## src/charger_map.svh

```systemverilog
// register map, field positions and reset values of the charger bank
`ifndef CHARGER_MAP_SVH
`define CHARGER_MAP_SVH

// register offsets
`define CTRL_ADDR 8'h01
`define FVOLT_ADDR 8'h02
`define ID_ADDR 8'h03
`define ID_ALIAS_ADDR 8'h3B
`define ICUR_ADDR 8'h04

// reset values
`define CTRL_RST 8'h30
`define FVOLT_RST 8'h0A
`define ICUR_RST 8'h89

// charge control fields
`define ILIM_HI 7
`define ILIM_LO 6
`define WEAK_HI 5
`define WEAK_LO 4
`define TERM_BIT 3
`define CDIS_BIT 2
`define HIZ_BIT 1
`define BOOST_BIT 0

// float voltage fields
`define FV_HI 7
`define FV_LO 2
`define POL_BIT 1
`define HPEN_BIT 0

// charge current fields
`define PRST_BIT 7
`define ICHG_HI 6
`define ICHG_LO 4
`define TCUR_HI 2
`define TCUR_LO 0
`define ICUR_FIXED 8'h88

// serial bus
`define SLAVE_ADDR 7'h6B
`define LAST_BIT 3'h7

`endif

```

## src/charger_pkg.sv

```systemverilog
// types shared by the charger register bank
package charger_pkg;
  // serial engine states
  typedef enum logic [2:0] {IDLE, RX_BYTE, ACK_WAIT, ACK_HOLD, TX_BYTE,
    MASTER_ACK} link_state_e;
  // meaning of the byte being received
  typedef enum logic [1:0] {KIND_ADDR, KIND_REG, KIND_DATA} byte_kind_e;
endpackage : charger_pkg

```

## src/bus_condition_detect.sv

```systemverilog
// edge and start/stop detection on the two-wire bus pins
`timescale 1ns/1ps
module bus_condition_detect (
  input wire logic core_clk,
  input wire logic nrst,
  input wire logic scl,
  input wire logic sda,
  output logic sclRise,
  output logic sclFall,
  output logic startSeen,
  output logic stopSeen
);
  logic prevScl; // clock line one cycle ago
  logic prevSda; // data line one cycle ago

  // idle bus is high, so history resets high
  always_ff @(posedge core_clk or negedge nrst)
  begin
    if (!nrst)
    begin
      prevScl <= 1'b1;
      prevSda <= 1'b1;
    end
    else
    begin
      prevScl <= scl;
      prevSda <= sda;
    end
  end

  // data moving while clock high marks start or stop
  assign sclRise = !prevScl && scl;
  assign sclFall = prevScl && !scl;
  assign startSeen = prevScl && scl && prevSda && !sda;
  assign stopSeen = prevScl && scl && !prevSda && sda;
endmodule : bus_condition_detect

```

## src/charger_control_registers.sv

```systemverilog
// charger control and identity registers behind a two-wire serial slave
// Overview of operation
// - charge control resets to 30h
// - bits 7:6 select input current limit
// - bits 5:4 select weak battery threshold
// - bit 3 enables charge termination
// - float voltage code in bits 7:2
// - float voltage register resets to 0Ah
// - identity readable at 03h and 3Bh
// - supplier code fixed, read-only
// - variant code fixed, read-only
// - revision minor digit fixed, read-only
// - charge current register resets to 89h
// - writing reset bit restores defaults, reads one
// - bits 6:4 charge current code
// - bits 2:0 termination current code
// - addressed serial slave, msb first
`timescale 1ns/1ps
`include "charger_map.svh"
module charger_control_registers #(
  parameter logic [2:0] SUPPLIER_CODE = 3'h2, // arbitrary value
  parameter logic [1:0] VARIANT_CODE = 2'h1, // arbitrary value
  parameter logic [2:0] SILICON_VERSION = 3'h0, // arbitrary value
  parameter logic [6:0] SLAVE_ADDR = `SLAVE_ADDR
) (
  input wire logic core_clk,
  input wire logic nrst,
  input wire logic scl,
  input wire logic sdaIn,
  output logic sdaOut,
  output logic sdaOe,
  output logic [1:0] inputCurrentLimitSel,
  output logic [1:0] weakBatteryThreshold,
  output logic terminationEnable,
  output logic chargeDisable,
  output logic highImpedanceSelect,
  output logic boostSelect,
  output logic [5:0] floatVoltageCode,
  output logic hostPinPolarity,
  output logic hostPinEnable,
  output logic [2:0] chargeCurrentCode,
  output logic [2:0] terminationCurrentCode
);
  charger_pkg::link_state_e state; // serial engine state
  charger_pkg::byte_kind_e kind; // role of byte in flight
  logic sclRise; // clock line rose
  logic sclFall; // clock line fell
  logic startSeen; // start or repeated start
  logic stopSeen; // stop condition
  logic [2:0] bitCnt; // bit position in byte
  logic [7:0] shiftReg; // receive and transmit shifter
  logic [7:0] regPtr; // register pointer, auto-increments
  logic readMode; // last address byte asked to read
  logic addrMatch; // address byte is ours
  logic wrEn; // commit a received data byte
  logic [7:0] rdNow; // contents at the pointer
  logic [7:0] chargeControl; // stored control register
  logic [7:0] floatVoltageControl; // stored float voltage
  logic [7:0] chargeCurrentControl; // stored charge current
  logic [7:0] identity; // fixed identity byte

  // pin history and bus conditions
  bus_condition_detect u_detect (
    .core_clk(core_clk),
    .nrst(nrst),
    .scl(scl),
    .sda(sdaIn),
    .sclRise(sclRise),
    .sclFall(sclFall),
    .startSeen(startSeen),
    .stopSeen(stopSeen)
  );

  // writable register storage
  charger_reg_store u_store (
    .core_clk(core_clk),
    .nrst(nrst),
    .wrEn(wrEn),
    .wrAddr(regPtr),
    .wrData(shiftReg),
    .chargeControl(chargeControl),
    .floatVoltageControl(floatVoltageControl),
    .chargeCurrentControl(chargeCurrentControl)
  );

  // identity byte is wired, writes never reach it
  assign identity = {SUPPLIER_CODE, VARIANT_CODE,
    SILICON_VERSION};

  // read decode, unmapped offsets answer zero
  function automatic logic [7:0] regRead(input logic [7:0] a);
    logic [7:0] v;
    v = 8'h00;
    unique case (a)
      `CTRL_ADDR: v = chargeControl;
      `FVOLT_ADDR: v = floatVoltageControl;
      `ID_ADDR, `ID_ALIAS_ADDR: v = identity;
      `ICUR_ADDR: v = chargeCurrentControl;
      default: v = 8'h00;
    endcase
    return v;
  endfunction : regRead

  // read mux as a process so it follows every stored register,
  // not only pointer moves
  always_comb
  begin
    rdNow = regRead(regPtr);
  end
  assign addrMatch = shiftReg[7:1] == SLAVE_ADDR;
  // commit happens as the ack bit is about to be driven
  assign wrEn = state == charger_pkg::ACK_WAIT && sclFall
    && kind == charger_pkg::KIND_DATA;

  // field outputs straight off the storage flops
  assign inputCurrentLimitSel = chargeControl[`ILIM_HI:`ILIM_LO];
  assign weakBatteryThreshold = chargeControl[`WEAK_HI:`WEAK_LO];
  assign terminationEnable = chargeControl[`TERM_BIT];
  assign chargeDisable = chargeControl[`CDIS_BIT];
  assign highImpedanceSelect = chargeControl[`HIZ_BIT];
  assign boostSelect = chargeControl[`BOOST_BIT];
  assign floatVoltageCode = floatVoltageControl[`FV_HI:`FV_LO];
  assign hostPinPolarity = floatVoltageControl[`POL_BIT];
  assign hostPinEnable = floatVoltageControl[`HPEN_BIT];
  assign chargeCurrentCode =
    chargeCurrentControl[`ICHG_HI:`ICHG_LO];
  assign terminationCurrentCode =
    chargeCurrentControl[`TCUR_HI:`TCUR_LO];

  // serial engine sequencing; start beats everything
  always_ff @(posedge core_clk or negedge nrst)
  begin
    if (!nrst)
    begin
      state <= charger_pkg::IDLE;
      kind <= charger_pkg::KIND_ADDR;
    end
    else if (startSeen)
    begin
      state <= charger_pkg::RX_BYTE;
      kind <= charger_pkg::KIND_ADDR;
    end
    else if (stopSeen)
      state <= charger_pkg::IDLE;
    else
    begin
      unique case (state)
        charger_pkg::IDLE:
          state <= charger_pkg::IDLE;
        charger_pkg::RX_BYTE:
          // eighth bit sampled, ack slot next
          if (sclRise && bitCnt == `LAST_BIT)
            state <= charger_pkg::ACK_WAIT;
        charger_pkg::ACK_WAIT:
          // foreign address: stay silent until next start
          if (sclFall)
            state <= (kind == charger_pkg::KIND_ADDR && !addrMatch)
              ? charger_pkg::IDLE : charger_pkg::ACK_HOLD;
        charger_pkg::ACK_HOLD:
          if (sclFall)
          begin
            if (readMode)
              state <= charger_pkg::TX_BYTE;
            else
            begin
              state <= charger_pkg::RX_BYTE;
              // register address first, then data bytes
              kind <= (kind == charger_pkg::KIND_ADDR)
                ? charger_pkg::KIND_REG : charger_pkg::KIND_DATA;
            end
          end
        charger_pkg::TX_BYTE:
          if (sclFall && bitCnt == `LAST_BIT)
            state <= charger_pkg::MASTER_ACK;
        charger_pkg::MASTER_ACK:
          // master ack continues, nack ends our turn
          if (sclRise)
            state <= sdaIn ? charger_pkg::IDLE : charger_pkg::ACK_HOLD;
      endcase
    end
  end

  // shifter and bit counter, msb first both ways
  always_ff @(posedge core_clk or negedge nrst)
  begin
    if (!nrst)
    begin
      bitCnt <= 3'h0;
      shiftReg <= 8'h00;
    end
    else if (startSeen)
      bitCnt <= 3'h0;
    else if (state == charger_pkg::RX_BYTE && sclRise)
    begin
      shiftReg <= {shiftReg[6:0], sdaIn};
      bitCnt <= bitCnt + 3'h1;
    end
    else if (state == charger_pkg::ACK_HOLD && sclFall)
    begin
      bitCnt <= 3'h0;
      // snapshot so a changing field cannot tear the byte
      if (readMode)
        shiftReg <= rdNow;
    end
    else if (state == charger_pkg::TX_BYTE && sclFall)
    begin
      shiftReg <= {shiftReg[6:0], 1'b0};
      bitCnt <= bitCnt + 3'h1;
    end
  end

  // register pointer and direction
  always_ff @(posedge core_clk or negedge nrst)
  begin
    if (!nrst)
    begin
      regPtr <= 8'h00;
      readMode <= 1'b0;
    end
    else if (state == charger_pkg::ACK_WAIT && sclFall)
    begin
      unique case (kind)
        charger_pkg::KIND_ADDR:
          if (addrMatch)
            readMode <= shiftReg[0];
        charger_pkg::KIND_REG:
          regPtr <= shiftReg;
        charger_pkg::KIND_DATA:
          regPtr <= regPtr + 8'h01;
      endcase
    end
    else if (state == charger_pkg::MASTER_ACK && sclRise && !sdaIn)
      regPtr <= regPtr + 8'h01;
  end

  // open-drain data drive; only ever pulls low
  always_ff @(posedge core_clk or negedge nrst)
  begin
    if (!nrst)
      sdaOe <= 1'b0;
    else if (startSeen || stopSeen)
      sdaOe <= 1'b0;
    else if (state == charger_pkg::ACK_WAIT && sclFall)
      sdaOe <= !(kind == charger_pkg::KIND_ADDR && !addrMatch);
    else if (state == charger_pkg::ACK_HOLD && sclFall)
      sdaOe <= readMode && !rdNow[7];
    else if (state == charger_pkg::TX_BYTE && sclFall)
      sdaOe <= (bitCnt == `LAST_BIT) ? 1'b0 : !shiftReg[6];
  end

  // driven level is always low; the enable does the work
  always_ff @(posedge core_clk or negedge nrst)
  begin
    if (!nrst)
      sdaOut <= 1'b0;
    else
      sdaOut <= 1'b0;
  end
endmodule : charger_control_registers

```

## src/charger_reg_store.sv

```systemverilog
// writable charge parameter registers with parameter reset
`timescale 1ns/1ps
`include "charger_map.svh"
module charger_reg_store (
  input wire logic core_clk,
  input wire logic nrst,
  input wire logic wrEn,
  input wire logic [7:0] wrAddr,
  input wire logic [7:0] wrData,
  output logic [7:0] chargeControl,
  output logic [7:0] floatVoltageControl,
  output logic [7:0] chargeCurrentControl
);
  logic paramReset; // a one written to the reset bit

  assign paramReset = wrEn && wrAddr == `ICUR_ADDR
    && wrData[`PRST_BIT];

  // charge control, defaults on reset or parameter reset
  always_ff @(posedge core_clk or negedge nrst)
  begin
    if (!nrst)
      chargeControl <= `CTRL_RST;
    else if (paramReset)
      chargeControl <= `CTRL_RST;
    else if (wrEn && wrAddr == `CTRL_ADDR)
      chargeControl <= wrData;
  end

  // float voltage code and host pin controls
  always_ff @(posedge core_clk or negedge nrst)
  begin
    if (!nrst)
      floatVoltageControl <= `FVOLT_RST;
    else if (paramReset)
      floatVoltageControl <= `FVOLT_RST;
    else if (wrEn && wrAddr == `FVOLT_ADDR)
      floatVoltageControl <= wrData;
  end

  // charge current; top bit and spare bit always read one
  always_ff @(posedge core_clk or negedge nrst)
  begin
    if (!nrst)
      chargeCurrentControl <= `ICUR_RST;
    else if (paramReset)
      chargeCurrentControl <= `ICUR_RST;
    else if (wrEn && wrAddr == `ICUR_ADDR)
      chargeCurrentControl <= wrData | `ICUR_FIXED;
  end
endmodule : charger_reg_store

```

## config.mk

```make
export PLATFORM = sky130hd
export DESIGN_NAME = charger_control_registers
export DESIGN_NICKNAME = d
export VERILOG_FILES = /design/src/charger_pkg.sv /design/src/bus_condition_detect.sv /design/src/charger_control_registers.sv /design/src/charger_reg_store.sv
export VERILOG_INCLUDE_DIRS = /design/src
export SDC_FILE = /design/constraint.sdc
export NUM_CORES = 1
export LEC_CHECK = 0
export BUFFER_PORTS_ARGS = -buffer_cell sky130_fd_sc_hd__buf_4
export CORE_UTILIZATION = 50
export CTS_CLUSTER_DIAMETER = 50
export DETAILED_ROUTE_END_ITERATION = 7
export GPL_ROUTABILITY_DRIVEN = 0
export MAX_ROUTING_LAYER = met4
export PLACE_DENSITY = 0.69
export SETUP_SLACK_MARGIN = 0.05
export SLEW_MARGIN = 20
export SYNTH_ARGS = -nofsm -noshare
export SYNTH_HDL_FRONTEND = slang
export SYNTH_HIERARCHICAL = 1
export SYNTH_SLANG_ARGS = --single-unit
```

## constraint.sdc

```tcl
create_clock -name core_clk -period 3.3 [get_ports core_clk]
set_input_delay 0.495 -clock core_clk [delete_from_list [all_inputs] [get_ports core_clk]]
set_output_delay 0.495 -clock core_clk [all_outputs]
set_load 0.1 [all_outputs]
```

==> results of run 1 <==
==> sequential cells by signal (all words and copies together) (netlist names) <==
register and cells:
kind 2, bitCnt 3, u_store/chargeControl 8, u_detect/prevScl 1, shiftReg 8, sdaOe 1, u_store/chargeCurrentControl 6, readMode 1
regPtr 8, u_store/floatVoltageControl 8, state 3, u_detect/prevSda 1
==> report_power, final <==
part,total (mW),leakage [nW],internal [mW],switching (mW)
Clock,0.440,0.0514,0.226,0.214
Combinational,0.542,0.824,0.226,0.315
Sequential,0.927,0.638,0.702,0.225
==> routing by layer <==
metal | GRT usage, % | up-vias
met2 | 36.1 | 71
met1 | 38.5 | 1253
met4 | 8.39 | 0
li1 | - | 1227
met5 | - | -
met3 | 3.60 | 12
==> cell usage after synthesis (all sizes together), types with 4 or more instances <==
master,count
nand4b,4
mux2,10
a211oi,4
nor2b,11
a21oi,18
dfstp,7
nor4,5
mux2i,7
dfrtp,43
nand3,10
o22ai,4
a221o,4
a22oi,9
clkbuf,7
nor3,11
and3,5
buf,11
a31oi,4
nand2,14
inv,16
o21ai,15
ha,6
nor2,15
nand2b,5
a22o,11
==> per-stage QoR <==
stage          hold slack, ns  area (um2)  setup WS [ns]
3_3_place_gp            0.460        3320          0.729
3_5_place_dp            0.462        3320          0.671
5_1_grt                 0.251        3430          0.512
6_report                0.200        3430          0.722
4_1_cts                 0.227        3430          0.749
2_1_floorplan           0.199        3140          0.969
==> layout make-up <==
cell class / count / area, um2 / area share, %
clock buffer: 6 / 72.6 / 2.11
inverter: 16 / 60.1 / 1.75
timing repair buffer: 28 / 210 / 6.12
clock inverter: 2 / 37.5 / 1.09
multi-input combinational: 232 / 1700 / 49.5
sequential: 50 / 1260 / 36.7
tap: 75 / 93.8 / 2.73
==> logic make-up after synthesis <==
group	after synthesis
XOR/XNOR	1
other	2
buffers and inverters	34
adder cells (fa/ha/maj)	6
flip-flops	50
multiplexers	17
AO/OA/AOI/OAI	97
AND/OR/NAND/NOR	108
==> path summary, 6_finish.rpt <==
path / startpoint / depth (start not counted) / endpoint
max reg2reg: u_detect/prevScl$_DFF_PN1_ / 7 / u_store/chargeCurrentControl[2]$_DFFE_PN0P_
max: u_detect/prevScl$_DFF_PN1_ / 7 / u_store/chargeCurrentControl[2]$_DFFE_PN0P_
min: nrst / 1 / u_store/floatVoltageControl[5]$_DFFE_PN0P_
max in group asynchronous: nrst / 1 / readMode$_DFFE_PN0P_
min reg2reg: u_store/floatVoltageControl[3]$_DFFE_PN1P_ / 2 / u_store/floatVoltageControl[3]$_DFFE_PN1P_
min in group core_clk: scl / 1 / u_detect/prevScl$_DFF_PN1_
==> flow_summary.yaml, run 1 <==
run_status:
  status: "finished clean"
sta:
  rsz0062_at_grt: "no"
  finalSetupTns_ns: 0
  tightest_slew_ns: 0.764
  clock.fmax_mhz: 388
  fin_crit_ns: 2.58
  slew_violations: 0
  fin_crit_sh_pct: 78.1
  final-hold-violation-count: 0
  finClkSkew_ns: 0.00705
  setup_viol: 0
  slew_headroom_pct: 49.1
logic_synthesis:
  synth-main-ff-cell: "dfrtp_1"
  synth_simple_gate_area_share_pct: 21.6
  yosys_warnings: 6
  syn_area_um2: 3130
  synth_seq_cells: 50
  seq_area_frac_synth_pct: 40.2
  synthMuxAreaShare_pct: 5.83
  yosysUniqueCellTypes: 72
  synthXorXnorAreaFrac_pct: 0.279
  synth.area.top_cells: "dfrtp_1 (34%), dfstp_2 (5.9%), mux2_2 (3.6%), a21oi_1 (2.9%), a22o_1 (2.8%)"
  synth_top_cell_by_area: "dfrtp_1"
  synth.avg_cell_area_um2: 9.95
  synth_compound_area_share_pct: 23.7
  async_flop_share_pct: 100
  synthAdderAreaFrac_pct: 2.40
  synth_edf_count: 0
  netlist_instances: 315
  post-synth-top-area-fraction_pct: 34.3
  synth_top_family_by_area: "compound AO/OA/AOI/OAI gates"
cts:
  ctsHoldBuffers: 0
  cts-root-buf: "clkbuf_8"
  cts_made_buffers: 5
  clk_pin_slew_worst_paths_ns: 0.09
  clk_latency_ns: 0.31
  clockBufferDepth: 2
  h-tree-depth: 2
  post_cts_buffers: 0
  clock_sink_count: 50
  ctsResizeCount: 0
  cts_tree: "built"
drt:
  dr_wl_met3_um: 374
  drt-pass1-iter-count: 4
  wl_met1_mm: 3.82
  drt-wirelength-per-cell_um: 19.0
  route.vias.total: 2563
  wl_met2_mm: 3.42
  route.detailed.drc: 0
  top_layer: "met4"
  routed_wl_mm: 7.75
  antenna_left: 0
  drt_iter0_markers: 196
  via_per_inst: 6.27
finish:
  fillers: 500
  final_nets: 343
  syn_to_final_growth_pct: 9.50
  final_cell_mix: "dfrtp_1 (43), buf_4 (28), a21oi_1 (18)"
  layout_commonest_cell: "dfrtp_1"
  utilization_pct: 57.3
  insertedDiodeCount: 0
  drive_gt1_share_pct: 22.5
  final_cells: 409
global_routing:
  grt_pass1_vias: 2327
  overflow: 0
  grt_max_degree: 51
  grt_pass1_wl_mm: 12.4
  grt_usage_pct: 26.0
  antenna_found_initial: 0
place:
  dp_hpwl_mm: 5.38
  portBuffers: 26
  placed_cells: 401
floorplanning:
  row_count: 28
  start_util_pct: 52.3
  core_um2: 5990
  die-area_um2: 6590
  ios: 28
  die_h_um: 81.2
  die_x_um: 81.2
setup_path:
  cp_data_arrival_time_ns: 2.78
  crit_chain: "nor2b_1 > and4bb_1 > buf_4 > and3b_1 > nor3b_1 > nand4b_1 > mux2_2"
  crit_path_top_delay_cell: "dfstp_2"
  crit_type: "register to register"
  end_kind: "register"
  max_stage_delay_ns: 0.55
  crit_fanout: 8
  crit_buf_inv: 1
  startpoint_type: "register"
  cp.required_ns: 3.50
  path_delay_family: "simple AND/OR/NAND/NOR gates"
  worst-r2r-setup-slack_ns: 0.72
pwr:
  ir_drop_mv: 0.360
  p_leak_nw: 1.51
  finalPower_mw: 1.91
  p_per_area_nw_per_um2: 556
run:
  maxCapViolations: 0
hold_path:
  hp-class: "primary input to asynchronous set/reset pin"
Power figures use the tool's default switching activity.
==> run 2, diff against run 1 <==
--- a/config.mk
+++ b/config.mk
@@ -12,7 +12,7 @@
 export DETAILED_ROUTE_END_ITERATION = 7
 export GPL_ROUTABILITY_DRIVEN = 0
 export MAX_ROUTING_LAYER = met4
-export PLACE_DENSITY = 0.69
+export PLACE_DENSITY = 0.72
 export SETUP_SLACK_MARGIN = 0.05
 export SLEW_MARGIN = 20
 export SYNTH_ARGS = -nofsm -noshare
==> constraint.sdc (replaced) <==
create_clock -name core_clk -period 2.2 [get_ports core_clk]
set_input_delay 0.33 -clock core_clk [delete_from_list [all_inputs] [get_ports core_clk]]
set_output_delay 0.33 -clock core_clk [all_outputs]
set_load 0.1 [all_outputs]
==> run 2 against run 1 <==
Register-to-register slack worse by 0.70 ns. Sequential share of layout area is 1.8 points lower. Critical endpoint is now u_store/chargeControl[1]$_DFFE_PN0P_. Worst hold slack got worse by 0.18 ns. Sequential power up 33%. Sequential cell count stayed put. First-iteration DRC count is 22% higher. Final cell count rose by 3.9%. Clock-buffer cell count down 1.
==> flow_summary.yaml, run 2 (synthesized netlist as in run 1, its figures left out) <==
run_status:
  status: "finished clean"
setup_path:
  cp_data_arrival_time_ns: 2.39
  end_kind: "register"
  worst_r2r_endpoint: "u_store/chargeControl[1]$_DFFE_PN0P_"
  worst-r2r-setup-slack_ns: 0.02
  startpoint: "u_detect/prevScl$_DFF_PN1_"
  cp.required_ns: 2.42
  crit_path_end: "u_store/chargeControl[1]$_DFFE_PN0P_"
  startpoint_type: "register"
  timing.rr.start: "u_detect/prevScl$_DFF_PN1_"
  crit_path_top_delay_cell: "dfstp_2"
  crit_fanout: 7
  crit_type: "register to register"
  max_stage_delay_ns: 0.56
  crit_chain: "nor2b_4 > and4bb_1 > and3b_2 > or3b_4 > a211o_4 > a22o_1"
  reg2reg_depth: 6
drt:
  drt-wirelength-per-cell_um: 18.2
  route.detailed.drc: 0
  drt_iter0_markers: 240
  routed_wl_mm: 7.74
  antenna_left: 0
  via_per_inst: 6.25
  drt-pass1-iter-count: 4
  route.vias.total: 2656
floorplanning:
  ios: 28
  die_x_um: 81.2
  row_count: 28
  die-area_um2: 6590
  start_util_pct: 52.3
  core_um2: 5990
  die_h_um: 81.2
finish:
  final_cells: 425
  multi_input_area_um2: 1720
  final_cell_mix: "buf_4 (44), dfrtp_1 (43), a21oi_1 (18)"
  fillers: 495
  layout_commonest_cell: "buf_4"
  utilization_pct: 60.2
  syn_to_final_growth_pct: 15.0
  regArea_um2: 1260
  final_nets: 359
  drive_gt1_share_pct: 27.1
  insertedDiodeCount: 0
global_routing:
  grt_pass1_vias: 2429
  overflow: 0
  grt_pass1_wl_mm: 12.4
  antenna_found_initial: 0
  grt_usage_pct: 25.6
  grt_max_degree: 51
sta:
  finClkSkew_ns: 0.0147
  tightest_slew_ns: 0.767
  finalSetupTns_ns: 0
  slew_violations: 0
  hold_slack_ns: 0.0182
  fin_crit_ns: 2.18
  fin_crit_sh_pct: 98.9
  clock.fmax_mhz: 459
  final-hold-violation-count: 0
  slew_headroom_pct: 48.8
  rsz0062_at_grt: "yes"
  setup_viol: 0
pwr:
  p_leak_nw: 1.62
  ir_drop_mv: 0.515
  p_per_area_nw_per_um2: 859
run:
  maxCapViolations: 0
hold_path:
  hp-class: "primary input to asynchronous set/reset pin"
cts:
  cts_made_buffers: 5
  cts-root-buf: "clkbuf_8"
  clk_pin_slew_worst_paths_ns: 0.10
  ctsHoldBuffers: 0
  h-tree-depth: 2
  cts_tree: "built"
  clock_sink_count: 50
  clockBufferDepth: 2
  clk_latency_ns: 0.32
place:
  portBuffers: 26
  dp_hpwl_mm: 5.43
  placed_cells: 415
==> run 2: area by class of cell <==
cell class	count	area share (%)
Multi-Input combinational cell	232	47.8
Sequential cell	50	35.0
Clock inverter	3	1.91
Clock buffer	5	1.91
Timing Repair Buffer	44	9.16
Tap cell	75	2.60
Inverter	16	1.67
==> run 2: worst min-delay path by stage <==
stage,endpoint,slack (ns),depth (start not counted)
floorplan,bitCnt[0]$_DFFE_PN0P_,0.03,0
global placement,u_store/floatVoltageControl[4]$_DFFE_PN0P_,0.39,1
detailed placement,u_store/floatVoltageControl[5]$_DFFE_PN0P_,0.40,1
CTS,u_store/floatVoltageControl[5]$_DFFE_PN0P_,0.06,1
global route,u_store/floatVoltageControl[5]$_DFFE_PN0P_,0.07,1
finish,u_store/floatVoltageControl[4]$_DFFE_PN0P_,0.02,1
==> run 2: per-layer routing <==
| layer | GRT usage [%] | vias up | part of all wire (%) |
|---|---|---|---|
| li1 | - | 1252 | - |
| met3 | 4.61 | 20 | 6.5 |
| met2 | 38.3 | 102 | 45 |
| met4 | 8.21 | 0 | 2.1 |
| met1 | 34.9 | 1282 | 46 |
| met5 | - | - | 0 |
==> run 2: per-stage QoR <==
step | instance area, um2 | total power, mW | worst slack, ns
2_1_floorplan | 3150 | 1.92 | 0.0527
3_3_place_gp | 3430 | 2.26 | 0.0403
3_5_place_dp | 3430 | 2.29 | 0.00840
4_1_cts | 3580 | 3.08 | 0.0551
5_1_grt | 3600 | 3.26 | -0.0129
6_report | 3600 | 3.10 | 0.0232
==> run 2: timing repair <==
item,4_1_cts,5_1_grt
setup buffers,1,1
hold endpoints to repair,0,0
pin swaps,0,6
setup endpoints to repair,11,22
gates resized for setup,2,4
==> run 2: critical path: cells and delay by family, from the launching register on <==
family / cells / cell delay [ns]
AOI/OAI and AO/OA: 2 / 0.52
DFF: 1 / 0.56
and+or+nand+nor: 4 / 1.02
==> run 2: power breakdown <==
part	leakage [nW]	switching, mW	internal, mW
clock network	0.0683	0.339	0.456
registers	0.638	0.170	1.06
logic	0.910	0.656	0.420
total	1.62	1.17	1.93
